$ cat src/bpt_pkg.sv
// constants, register map and state type of the bridge pwm timing and current limit block
package bpt_pkg;
	localparam int CLK_NS = 25;
	localparam int T_BASE_CENTRE_NS = 20100;
	localparam int T_BASE_EDGE_NS = 20050;
	localparam int T_CODE_STEP_NS = 800;
	localparam int T_DITHER_UNIT_NS = 200;
	localparam int T_MIN_PERIOD_NS = 18000;
	localparam int T_BLANK_UNIT_NS = 200;
	localparam int T_BLANK_MIN_NS = 1000;
	localparam int T_DWELL0_US = 1000;
	localparam int T_DWELL1_US = 2000;
	localparam int T_DWELL2_US = 5000;
	localparam int T_DWELL3_US = 10000;
	localparam logic [11:0] CYC_BASE_CENTRE = 12'(T_BASE_CENTRE_NS / CLK_NS);
	localparam logic [11:0] CYC_BASE_EDGE = 12'(T_BASE_EDGE_NS / CLK_NS);
	localparam logic [11:0] CYC_CODE_STEP = 12'(T_CODE_STEP_NS / CLK_NS);
	localparam logic [6:0] CYC_DITHER_UNIT = 7'(T_DITHER_UNIT_NS / CLK_NS);
	localparam logic [12:0] CYC_MIN_PERIOD = 13'((T_MIN_PERIOD_NS + CLK_NS - 1) / CLK_NS);
	localparam logic [8:0] CYC_BLANK_UNIT = 9'(T_BLANK_UNIT_NS / CLK_NS);
	localparam logic [8:0] CYC_BLANK_MIN = 9'((T_BLANK_MIN_NS + CLK_NS - 1) / CLK_NS);
	localparam logic [4:0] BLANK_FIXED_MAX = 5'h3;
	localparam logic [4:0] DEMAND_LOW_FILL = 5'h1f;
	localparam int DWELL_W = 20;
	localparam logic [DWELL_W-1:0] CYC_DWELL0 = DWELL_W'(T_DWELL0_US * 1000 / CLK_NS);
	localparam logic [DWELL_W-1:0] CYC_DWELL1 = DWELL_W'(T_DWELL1_US * 1000 / CLK_NS);
	localparam logic [DWELL_W-1:0] CYC_DWELL2 = DWELL_W'(T_DWELL2_US * 1000 / CLK_NS);
	localparam logic [DWELL_W-1:0] CYC_DWELL3 = DWELL_W'(T_DWELL3_US * 1000 / CLK_NS);
	localparam logic [7:0] SENSE_MV_R0 = 8'd200;
	localparam logic [7:0] SENSE_MV_R1 = 8'd100;
	localparam logic [7:0] SENSE_MV_R2 = 8'd50;
	localparam logic [7:0] SENSE_MV_R3 = 8'd25;
	localparam int ADDR_W = 8;
	localparam logic [ADDR_W-1:0] OFS_TIMING = 8'h00;
	localparam logic [ADDR_W-1:0] OFS_LIMIT = 8'h04;
	localparam logic [ADDR_W-1:0] OFS_STATUS = 8'h08;
	localparam logic [1:0] RESP_OKAY = 2'b00;
	localparam logic [1:0] RESP_SLVERR = 2'b10;
	// timing register fields
	localparam int TM_ALIGN = 0;
	localparam int TM_CYC_LSB = 1;
	localparam int TM_INC_LSB = 7;
	localparam int TM_DWELL_LSB = 10;
	localparam int TM_STEPS_LSB = 12;
	// limit register fields
	localparam int LM_OFF = 0;
	localparam int LM_CUR_MODE = 1;
	localparam int LM_RANGE_LSB = 2;
	localparam int LM_SCALE_LSB = 4;
	localparam int LM_BLANK_LSB = 9;
	// status register fields
	localparam int ST_FLAG = 0;
	localparam int ST_TRIP = 1;
	localparam int ST_PERIOD_LSB = 4;
	localparam int ST_IDX_LSB = 16;
	localparam logic [31:0] RST_WORD = 32'h0000_0000;

	typedef struct packed {
		logic align;
		logic [5:0] cyc;
		logic [2:0] inc;
		logic [1:0] dwell;
		logic [3:0] steps;
		logic lim_off;
		logic cur_mode;
		logic [1:0] range;
		logic [4:0] scale;
		logic [4:0] blank;
		logic aw_have;
		logic [ADDR_W-1:0] aw_addr;
		logic w_have;
		logic [31:0] w_data;
		logic [3:0] w_strb;
		logic bvalid;
		logic [1:0] bresp;
		logic rvalid;
		logic [31:0] rdata;
		logic [1:0] rresp;
		logic [11:0] cnt;
		logic [11:0] period;
		logic sync;
		logic centre;
		logic [11:0] carrier;
		logic [3:0] idx;
		logic lengthen;
		logic [DWELL_W-1:0] dwell_cnt;
		logic [8:0] blank_cnt;
		logic trip;
		logic [17:0] thresh;
	} bpt_state_t;
endpackage : bpt_pkg

$ cat src/bpt_timing_limit.sv
// bridge pwm period generator with frequency dither and cycle-by-cycle current limit
`timescale 1ns/1ps
module bpt_timing_limit import bpt_pkg::*; #(
	parameter logic [DWELL_W-1:0] DWELL0_CYC = CYC_DWELL0,
	parameter logic [DWELL_W-1:0] DWELL1_CYC = CYC_DWELL1,
	parameter logic [DWELL_W-1:0] DWELL2_CYC = CYC_DWELL2,
	parameter logic [DWELL_W-1:0] DWELL3_CYC = CYC_DWELL3
) (
	input wire logic sys_clk_i,
	input wire logic rst_i,
	input wire logic [ADDR_W-1:0] s_axi_awaddr_i,
	input wire logic s_axi_awvalid_i,
	output logic s_axi_awready_o,
	input wire logic [31:0] s_axi_wdata_i,
	input wire logic [3:0] s_axi_wstrb_i,
	input wire logic s_axi_wvalid_i,
	output logic s_axi_wready_o,
	output logic [1:0] s_axi_bresp_o,
	output logic s_axi_bvalid_o,
	input wire logic s_axi_bready_i,
	input wire logic [ADDR_W-1:0] s_axi_araddr_i,
	input wire logic s_axi_arvalid_i,
	output logic s_axi_arready_o,
	output logic [31:0] s_axi_rdata_o,
	output logic [1:0] s_axi_rresp_o,
	output logic s_axi_rvalid_o,
	input wire logic s_axi_rready_i,
	input wire logic [9:0] demand_input_value_i,
	input wire logic comp_over_i,
	input wire logic gate_change_i,
	output logic pwm_sync_o,
	output logic pwm_centre_o,
	output logic [11:0] carrier_o,
	output logic [11:0] period_o,
	output logic high_side_off_o,
	output logic [17:0] limit_threshold_o,
	output logic current_limit_active_flag_o
);
	bpt_state_t st_q;
	bpt_state_t st_d;

	function automatic logic [31:0] merge_bytes(input logic [31:0] old_w, input logic [31:0] new_w,
		input logic [3:0] strb);
		logic [31:0] res;
		res = old_w;
		for (int b = 0; b < 4; b++) begin
			if (strb[b]) begin
				res[b*8 +: 8] = new_w[b*8 +: 8];
			end
		end
		return res;
	endfunction : merge_bytes

	function automatic logic [31:0] timing_word(input bpt_state_t s);
		return {16'h0000, s.steps, s.dwell, s.inc, s.cyc, s.align};
	endfunction : timing_word

	function automatic logic [31:0] limit_word(input bpt_state_t s);
		return {18'h0_0000, s.blank, s.scale, s.range, s.cur_mode, s.lim_off};
	endfunction : limit_word

	function automatic logic active_flag(input bpt_state_t s);
		return s.cur_mode ? ~s.trip : s.trip;
	endfunction : active_flag

	function automatic logic [8:0] blank_cycles(input logic [4:0] code);
		if (code <= BLANK_FIXED_MAX) begin
			return CYC_BLANK_MIN;
		end
		return 9'(({4'h0, code} + 9'd2) * CYC_BLANK_UNIT);
	endfunction : blank_cycles

	function automatic logic [7:0] sense_mv(input logic [1:0] range);
		case (range)
			2'b00: return SENSE_MV_R0;
			2'b01: return SENSE_MV_R1;
			2'b10: return SENSE_MV_R2;
			default: return SENSE_MV_R3;
		endcase
	endfunction : sense_mv

	function automatic logic [DWELL_W-1:0] dwell_cycles(input logic [1:0] code);
		case (code)
			2'b00: return DWELL0_CYC;
			2'b01: return DWELL1_CYC;
			2'b10: return DWELL2_CYC;
			default: return DWELL3_CYC;
		endcase
	endfunction : dwell_cycles

	function automatic logic [11:0] base_period(input logic align, input logic [5:0] cyc);
		return (align ? CYC_BASE_EDGE : CYC_BASE_CENTRE) + 12'({6'h00, cyc} * CYC_CODE_STEP);
	endfunction : base_period

	logic bypass;
	assign bypass = st_q.lim_off & ~st_q.cur_mode;

	always_comb begin
		logic [31:0] wword;
		logic [10:0] offset;
		logic [12:0] req;
		logic [11:0] half;
		wword = RST_WORD;
		offset = 11'h000;
		req = 13'h0000;
		half = st_q.period >> 1;
		st_d = st_q;
		st_d.sync = 1'b0;
		st_d.centre = 1'b0;
		// write channels, taken in either order
		if (s_axi_awvalid_i && s_axi_awready_o) begin
			st_d.aw_have = 1'b1;
			st_d.aw_addr = s_axi_awaddr_i;
		end
		if (s_axi_wvalid_i && s_axi_wready_o) begin
			st_d.w_have = 1'b1;
			st_d.w_data = s_axi_wdata_i;
			st_d.w_strb = s_axi_wstrb_i;
		end
		if (st_q.bvalid && s_axi_bready_i) begin
			st_d.bvalid = 1'b0;
		end
		if (st_q.aw_have && st_q.w_have && !st_q.bvalid) begin
			st_d.aw_have = 1'b0;
			st_d.w_have = 1'b0;
			st_d.bvalid = 1'b1;
			st_d.bresp = RESP_OKAY;
			case (st_q.aw_addr)
				OFS_TIMING: begin
					wword = merge_bytes(timing_word(st_q), st_q.w_data, st_q.w_strb);
					st_d.align = wword[TM_ALIGN];
					st_d.cyc = wword[TM_CYC_LSB +: 6];
					st_d.inc = wword[TM_INC_LSB +: 3];
					st_d.dwell = wword[TM_DWELL_LSB +: 2];
					st_d.steps = wword[TM_STEPS_LSB +: 4];
				end
				OFS_LIMIT: begin
					wword = merge_bytes(limit_word(st_q), st_q.w_data, st_q.w_strb);
					st_d.lim_off = wword[LM_OFF];
					st_d.cur_mode = wword[LM_CUR_MODE];
					st_d.range = wword[LM_RANGE_LSB +: 2];
					st_d.scale = wword[LM_SCALE_LSB +: 5];
					st_d.blank = wword[LM_BLANK_LSB +: 5];
				end
				OFS_STATUS: begin
				end
				default: begin
					st_d.bresp = RESP_SLVERR;
				end
			endcase
		end
		// read channel
		if (st_q.rvalid && s_axi_rready_i) begin
			st_d.rvalid = 1'b0;
		end
		if (s_axi_arvalid_i && s_axi_arready_o) begin
			st_d.rvalid = 1'b1;
			st_d.rresp = RESP_OKAY;
			st_d.rdata = RST_WORD;
			case (s_axi_araddr_i)
				OFS_TIMING: st_d.rdata = timing_word(st_q);
				OFS_LIMIT: st_d.rdata = limit_word(st_q);
				OFS_STATUS: begin
					st_d.rdata[ST_FLAG] = active_flag(st_q);
					st_d.rdata[ST_TRIP] = st_q.trip;
					st_d.rdata[ST_PERIOD_LSB +: 12] = st_q.period;
					st_d.rdata[ST_IDX_LSB +: 4] = st_q.idx;
				end
				default: st_d.rresp = RESP_SLVERR;
			endcase
		end
		// dither sequencer
		if (st_q.steps == 4'h0) begin
			st_d.idx = 4'h0;
			st_d.lengthen = 1'b0;
			st_d.dwell_cnt = '0;
		end else if (st_q.dwell_cnt + 1'b1 >= dwell_cycles(st_q.dwell)) begin
			st_d.dwell_cnt = '0;
			if (!st_q.lengthen) begin
				if (st_q.idx >= st_q.steps) begin
					st_d.lengthen = 1'b1;
					st_d.idx = st_q.idx - 4'h1;
				end else begin
					st_d.idx = st_q.idx + 4'h1;
				end
			end else if (st_q.idx == 4'h0) begin
				st_d.lengthen = 1'b0;
				st_d.idx = 4'h1;
			end else begin
				st_d.idx = st_q.idx - 4'h1;
			end
		end else begin
			st_d.dwell_cnt = st_q.dwell_cnt + 1'b1;
		end
		offset = 11'({7'h00, st_q.idx} * (7'({4'h0, st_q.inc} + 7'd1) * CYC_DITHER_UNIT));
		req = {1'b0, base_period(st_q.align, st_q.cyc)} - {2'b00, offset};
		if (req[12] || req < CYC_MIN_PERIOD) begin
			req = CYC_MIN_PERIOD;
		end
		// blanking and trip qualification
		if (gate_change_i) begin
			st_d.blank_cnt = blank_cycles(st_q.blank);
		end else if (st_q.blank_cnt != 9'h000) begin
			st_d.blank_cnt = st_q.blank_cnt - 9'h001;
			if (st_q.blank_cnt == 9'h001 && comp_over_i && !bypass) begin
				st_d.trip = 1'b1;
			end
		end
		// period counter shared by bridge pwm and current control
		if ({1'b0, st_q.cnt} + 13'h0001 >= {1'b0, st_q.period}) begin
			st_d.cnt = 12'h000;
			st_d.sync = 1'b1;
			st_d.period = req[11:0];
			st_d.trip = 1'b0;
		end else begin
			st_d.cnt = st_q.cnt + 12'h001;
		end
		if (st_q.cnt == half) begin
			st_d.centre = 1'b1;
		end
		if (st_q.align) begin
			st_d.carrier = st_q.cnt;
		end else if (st_q.cnt < half) begin
			st_d.carrier = half - st_q.cnt;
		end else begin
			st_d.carrier = st_q.cnt - half;
		end
		// threshold in units of mV / 1024
		if (st_q.cur_mode) begin
			st_d.thresh = 18'(sense_mv(st_q.range) * {demand_input_value_i[9:5], DEMAND_LOW_FILL});
		end else begin
			st_d.thresh = 18'(sense_mv(st_q.range) * {st_q.scale, 5'h00});
		end
	end

	always_ff @(posedge sys_clk_i or posedge rst_i) begin
		if (rst_i) begin
			st_q <= '0;
		end else begin
			st_q <= st_d;
		end
	end

	assign s_axi_awready_o = ~st_q.aw_have & ~st_q.bvalid;
	assign s_axi_wready_o = ~st_q.w_have & ~st_q.bvalid;
	assign s_axi_bvalid_o = st_q.bvalid;
	assign s_axi_bresp_o = st_q.bresp;
	assign s_axi_arready_o = ~st_q.rvalid;
	assign s_axi_rvalid_o = st_q.rvalid;
	assign s_axi_rdata_o = st_q.rdata;
	assign s_axi_rresp_o = st_q.rresp;
	assign pwm_sync_o = st_q.sync;
	assign pwm_centre_o = st_q.centre;
	assign carrier_o = st_q.carrier;
	assign period_o = st_q.period;
	assign high_side_off_o = st_q.trip;
	assign limit_threshold_o = st_q.thresh;
	assign current_limit_active_flag_o = active_flag(st_q);
endmodule : bpt_timing_limit

$ cat config.mk
export PLATFORM = sky130hd
export DESIGN_NAME = bpt_timing_limit
export DESIGN_NICKNAME = d
export VERILOG_FILES = /design/src/bpt_pkg.sv /design/src/bpt_timing_limit.sv
export SDC_FILE = /design/constraint.sdc
export NUM_CORES = 1
export LEC_CHECK = 0
export ABC_AREA = 1
export BUFFER_PORTS_ARGS = -buffer_cell sky130_fd_sc_hd__buf_4
export CAP_MARGIN = 20
export CELL_PAD_IN_SITES_DETAIL_PLACEMENT = 1
export CELL_PAD_IN_SITES_GLOBAL_PLACEMENT = 1
export CORE_MARGIN = 4
export CORE_UTILIZATION = 40
export DETAILED_ROUTE_END_ITERATION = 6
export PLACE_DENSITY = 0.74
export SYNTH_ARGS = -nofsm -noshare
export SYNTH_HDL_FRONTEND = slang
export SYNTH_SLANG_ARGS = --single-unit
$ cat constraint.sdc
create_clock -name sys_clk_i -period 9.3 [get_ports sys_clk_i]
set_input_delay 1.86 -clock sys_clk_i [delete_from_list [all_inputs] [get_ports sys_clk_i]]
set_output_delay 1.86 -clock sys_clk_i [all_outputs]
set_load 0.02 [all_outputs]
# Word level (Yosys, flattened, before mapping)
# Index checks and enable logic that the tools add are counted.
# Widths: inputs -> output; s select.
[totals]
ff_bits = 193
input_bits = 71
output_inout_bits = 87
word_cells = 152
[op_classes]
addsub = 12
multipliers = 3
order_cmp = 6
eq_ne = 11
muxes = 44
bitwise_logic = 9
reduce_logical = 34
[ops]
columns = ["operator", "n"]
rows = [
  ["$pmux 19 s3", 1],
  ["$mux 12", 4],
  ["$pmux 16 s3", 1],
  ["$mux 20", 2],
  ["$mux 37", 1],
  ["$mux 9", 4],
  ["$mux 35", 1],
  ["$mux 25", 1],
  ["$pmux 8 s3", 1],
  ["$add 20x1->20 const B", 1],
  ["$ge 20x20->1", 1],
  ["$mul 8x10->18", 1],
  ["$mux 18", 1],
  ["$eq 8x3->1 const B", 2],
  ["$eq 8x4->1 const B", 2],
  ["$logic_not 8->1", 2],
  ["$mux 8", 2],
  ["$reduce_bool 2->1", 8],
  ["$reduce_and 3->1", 5],
  ["$mux 1", 14],
  ["$add 12x1->13 const B", 1],
  ["$ge 13x12->1", 1],
  ["$lt 13x10->1 const B", 1],
  ["$mul 8x5->13", 1],
  ["35 further kinds", 60],
]

# Logic depth before layout (Yosys ltp)
[logic_depth]
depth_word = 8
mapped_depth = 27
mapped_depth_nobuf = 27

# Worst setup path after synthesis
# Ideal clock, no wire load.
[synth_timing]
path_type = "input port to flip-flop"
startpoint = "input demand_input_value_i[8]"
endpoint = "register st_q, in the netlist limit_threshold_o[12]"
setup_ns = 0.136
arrival_time_ns = 5.275
required_ns = 9.164
slack_ns = 3.889
cell_stages = 14
path_buffers = 1
cell_sequence = "clkbuf_1 > nand2_1 > fa_1 > inv_1 > fa_1 > fa_1 > fa_1 > ha_1 > a21o_1 > nor2_1 > nand3_1 > or2_2 > nand3_1 > o21ai_0"
[synth_rtl]
columns = ["item", "line", "source"]
rows = [
  ["start: declaration", "bpt_timing_limit.sv:28", "input wire logic [9:0] demand_input_value_i,"],
  ["end signal: assignment", "bpt_timing_limit.sv:240", "st_q <= st_d;"],
  ["end: declaration", "bpt_timing_limit.sv:39", "bpt_state_t st_q;"],
]

==> metrics <==
CTS H-tree lvls 4; Post-Syn Area 14390 sq um; Max Cap Viol 0; vias in the first global route 12660; post-synthesis compound-gate area fraction 0.1038; Hold Vio Cnt, Final 0; hold_sp s_axi_rdata_o[18]; worst r2r path cells 17; Critical-path top delay cell ha_1; CTS Sinks 172; leakage 8.475 nW; number of diodes 0; pwr dens 221.8 nW/um^2; cts hold-fix bufs 0; r2r startpoint st_q[185]; clock skew 0.01528 ns; outcome finished clean; aggregate global routing overflow 0; part of the power in registers 0.274; critical-path cell list ha_1 -> inv_1 -> ha_1 -> inv_1 -> nand2_1 -> fa_1 -> fa_1 -> inv_1 -> fa_1 -> fa_1 -> ha_1 -> a21oi_1 -> o21ai_0 -> a21oi_1 -> o21ai_0 -> a21oi_1 -> a21oi_1; layout cells sized above 1 0.1010; Root Buffer clkbuf_16; WHS Path Cells 2; WL/cell 16.77 um; Slew Viols, Final 0; #FFs+latches synth 172; ANT nets after route 0; GRT Resource Usage Total 0.2060; critical path launch point type flip-flop; XOR/XNOR share of the synthesized area 0.03651; first-pass GRT wire length approximately 65000 um; Chip Height 197.7 um; WL final 39770 um; Post-Syn Instances 1868; Pint between 0.0015 and 0.002 W; number of port buffers between 100 and 150; Worst-Margin Slew 0.9606 ns; multiplexer share of the synthesized area 0.003912; number of synthesized flops with an enable pin 0; Adder-Cell Fraction of Synth Area 0.2105; Synth Flop Type dfrtp_1; Storage cell area ~4300 sq um; maximum fanout along the worst path 18; crit path DAT 6.49 ns; DIE WIDTH around 200 um; core box area 35570 sq um; leading cell type in the layout, fill and taps excluded nand2_1; Clock transition at path regs 0.08 ns; peak supply drop 0.0002424 V; Post-CTS Resized 0; Avg Cell Area, Syn 7.705 sq um; die area 39080 sq um; Worst Hold Endpoint s_axi_rdata_o[18]; footprint of the multi-input gates slightly above 8000 sq um; Comb power frac 0.512; Residual DRC 0; GPL Wtd Cong 0.9116; post-synthesis simple-gate area fraction 0.2118; filler cell count 4463; total setup buffers inserted after CTS 0; r2r endpoint limit_threshold_o[11]; Worst path max stage delay ~0.8 ns; mean number of vias per cell 5.091; final cycle utilization of the critical path 0.6634; later-pin clock latency in the skew report roughly 0.47 ns; Final HPWL DP 31090 um; Starting Density 0.4047; CP required 9.62 ns; Synth Warn # 0; largest net degree at the start of global routing 98; commonest non-fill, non-tap cells in the layout nand2_1 (408), inv_1 (293), dfrtp_1 (172); TritonCTS clock tree yes; P_sw 0.001624 W; Synth cell types 56; maximum root-to-sink buffer count 2; cts bufs inserted 17; Nets 2177; final hold slack 0.4837 ns; RSZ-0062 raised after global routing no; Switching Share 0.4635; largest family of logic cells by synthesized area simple AND/OR/NAND/NOR gates; Detailed Route Iter0 Violations approximately 620; ys async rst share 1.000; TritonRoute pass-1 iters 7; CP Launch Point st_q[185]; f_max 162.1 MHz; reg-to-reg slack, setup between 3 and 4 ns; min Tclk post-route 6.170 ns; Clk network pwr share 0.214; setup TNS 0 ns; vias about 12000; post-synthesis sequential area ratio 0.2990; area growth from synthesis to layout 9.771%; slew margin rel. 0.3596; Final Setup Violations 0; worst hold path class flip-flop to flip-flop; Crit. End Element flip-flop; Setup CP Type flip-flop to flip-flop; io pins 158; initial antenna violation count 0; cell row count 69
power by group through the flow:
stage | sequential (W) | clock (W) | combinational [W]
2_1_floorplan | 0.000935 | 0 | 0.00134
3_3_place_gp | 0.000970 | 0 | 0.00174
3_5_place_dp | 0.000974 | 0 | 0.00179
4_1_cts | 0.000961 | 0.000768 | 0.00181
5_1_grt | 0.000978 | 0.000796 | 0.00207
6_report | 0.000961 | 0.000749 | 0.00179
Yosys cell counts, drive strengths merged (3+ instances only):
| cell | instances | share of area |
|---|---|---|
| nand2 | 412 | 0.11 |
| inv | 295 | 0.077 |
| dfrtp | 172 | 0.30 |
| nor2 | 170 | 0.046 |
| ha | 151 | 0.13 |
| o21ai | 117 | 0.041 |
| a21oi | 97 | 0.034 |
| buf | 89 | 0.046 |
| nand3 | 71 | 0.026 |
| fa | 57 | 0.079 |
| xor2 | 41 | 0.025 |
| clkbuf | 40 | 0.011 |
| nor3 | 26 | 0.010 |
| nand4 | 24 | 0.010 |
| xnor2 | 19 | 0.012 |
| nand3b | 8 | 0.0042 |
| o21bai | 7 | 0.0037 |
| o22ai | 7 | 0.0030 |
| o31ai | 7 | 0.0037 |
| or2 | 7 | 0.0030 |
| a21o | 6 | 0.0031 |
| a31oi | 5 | 0.0022 |
| mux2 | 5 | 0.0039 |
| o211ai | 5 | 0.0026 |
| a221oi | 4 | 0.0024 |
| and3 | 4 | 0.0017 |
| nor4 | 3 | 0.0013 |
cells by family after synthesis:
family / count (synthesis)
adders and majority gates: 208
DFF: 172
buffers and inverters: 426
muxes: 5
xor gates and xnor gates: 60
other: 1
AOI/OAI and AO/OA: 269
and+or+nand+nor: 727
worst max-delay path: cells and delay by family (launching register included):
| family | cells | cell delay, ns |
|---|---|---|
| and+or+nand+nor | 1 | 0.13 |
| buffers and inverters | 3 | 0.67 |
| DFF | 1 | 0.54 |
| AOI/OAI and AO/OA | 6 | 1.10 |
| adders and majority gates | 7 | 3.57 |
worst max path at each step:
stage	end	depth (start not counted)
3_3_place_gp	limit_threshold_o[11]	17
3_5_place_dp	limit_threshold_o[11]	17
5_1_grt	limit_threshold_o[11]	17
2_1_floorplan	carrier_o[0]	1
6_report	limit_threshold_o[11]	17
4_1_cts	limit_threshold_o[11]	17
cell type report:
type | count | share of cell area
multi-input combinational | 1285 | 0.5202
clock inverter | 15 | 0.01227
inverter | 297 | 0.07103
timing repair buffer | 125 | 0.06066
tap | 461 | 0.03651
clock buffer | 17 | 0.02692
sequential | 172 | 0.2724
registers in the layout (all words and copies together) (netlist names):
name	cells
limit_threshold_o	18
pwm_centre_o	1
s_axi_bresp_o	1
s_axi_rdata_o	20
carrier_o	12
s_axi_rvalid_o	1
s_axi_bvalid_o	1
period_o	11
pwm_sync_o	1
s_axi_rresp_o	1
high_side_off_o	1
st_q	104
per-stage QoR:
stage | cell area [sq um] | setup slack [ns] | util | cells | total power [W]
2_1_floorplan | 14450 | 2.780 | - | 1883 | 0.002276
4_1_cts | 15770 | 3.182 | 0.4434 | 2371 | 0.003539
3_3_place_gp | 15150 | 3.368 | 0.4260 | 2339 | 0.002710
5_1_grt | 15800 | 2.778 | 0.4442 | 2372 | 0.003844
3_5_place_dp | 15150 | 3.238 | 0.4260 | 2339 | 0.002766
6_report | 15800 | 3.130 | 0.4442 | 2372 | 0.003504
layer usage:
layer,track usage,up-vias,wire (um)
li1,-,5890,-
met1,0.2789,5971,18380
met2,0.3494,178,19450
met3,0.02825,37,1315
met4,0.05356,0,615
met5,0,-,0
Note: power is estimated with default switching activity, not from simulation.
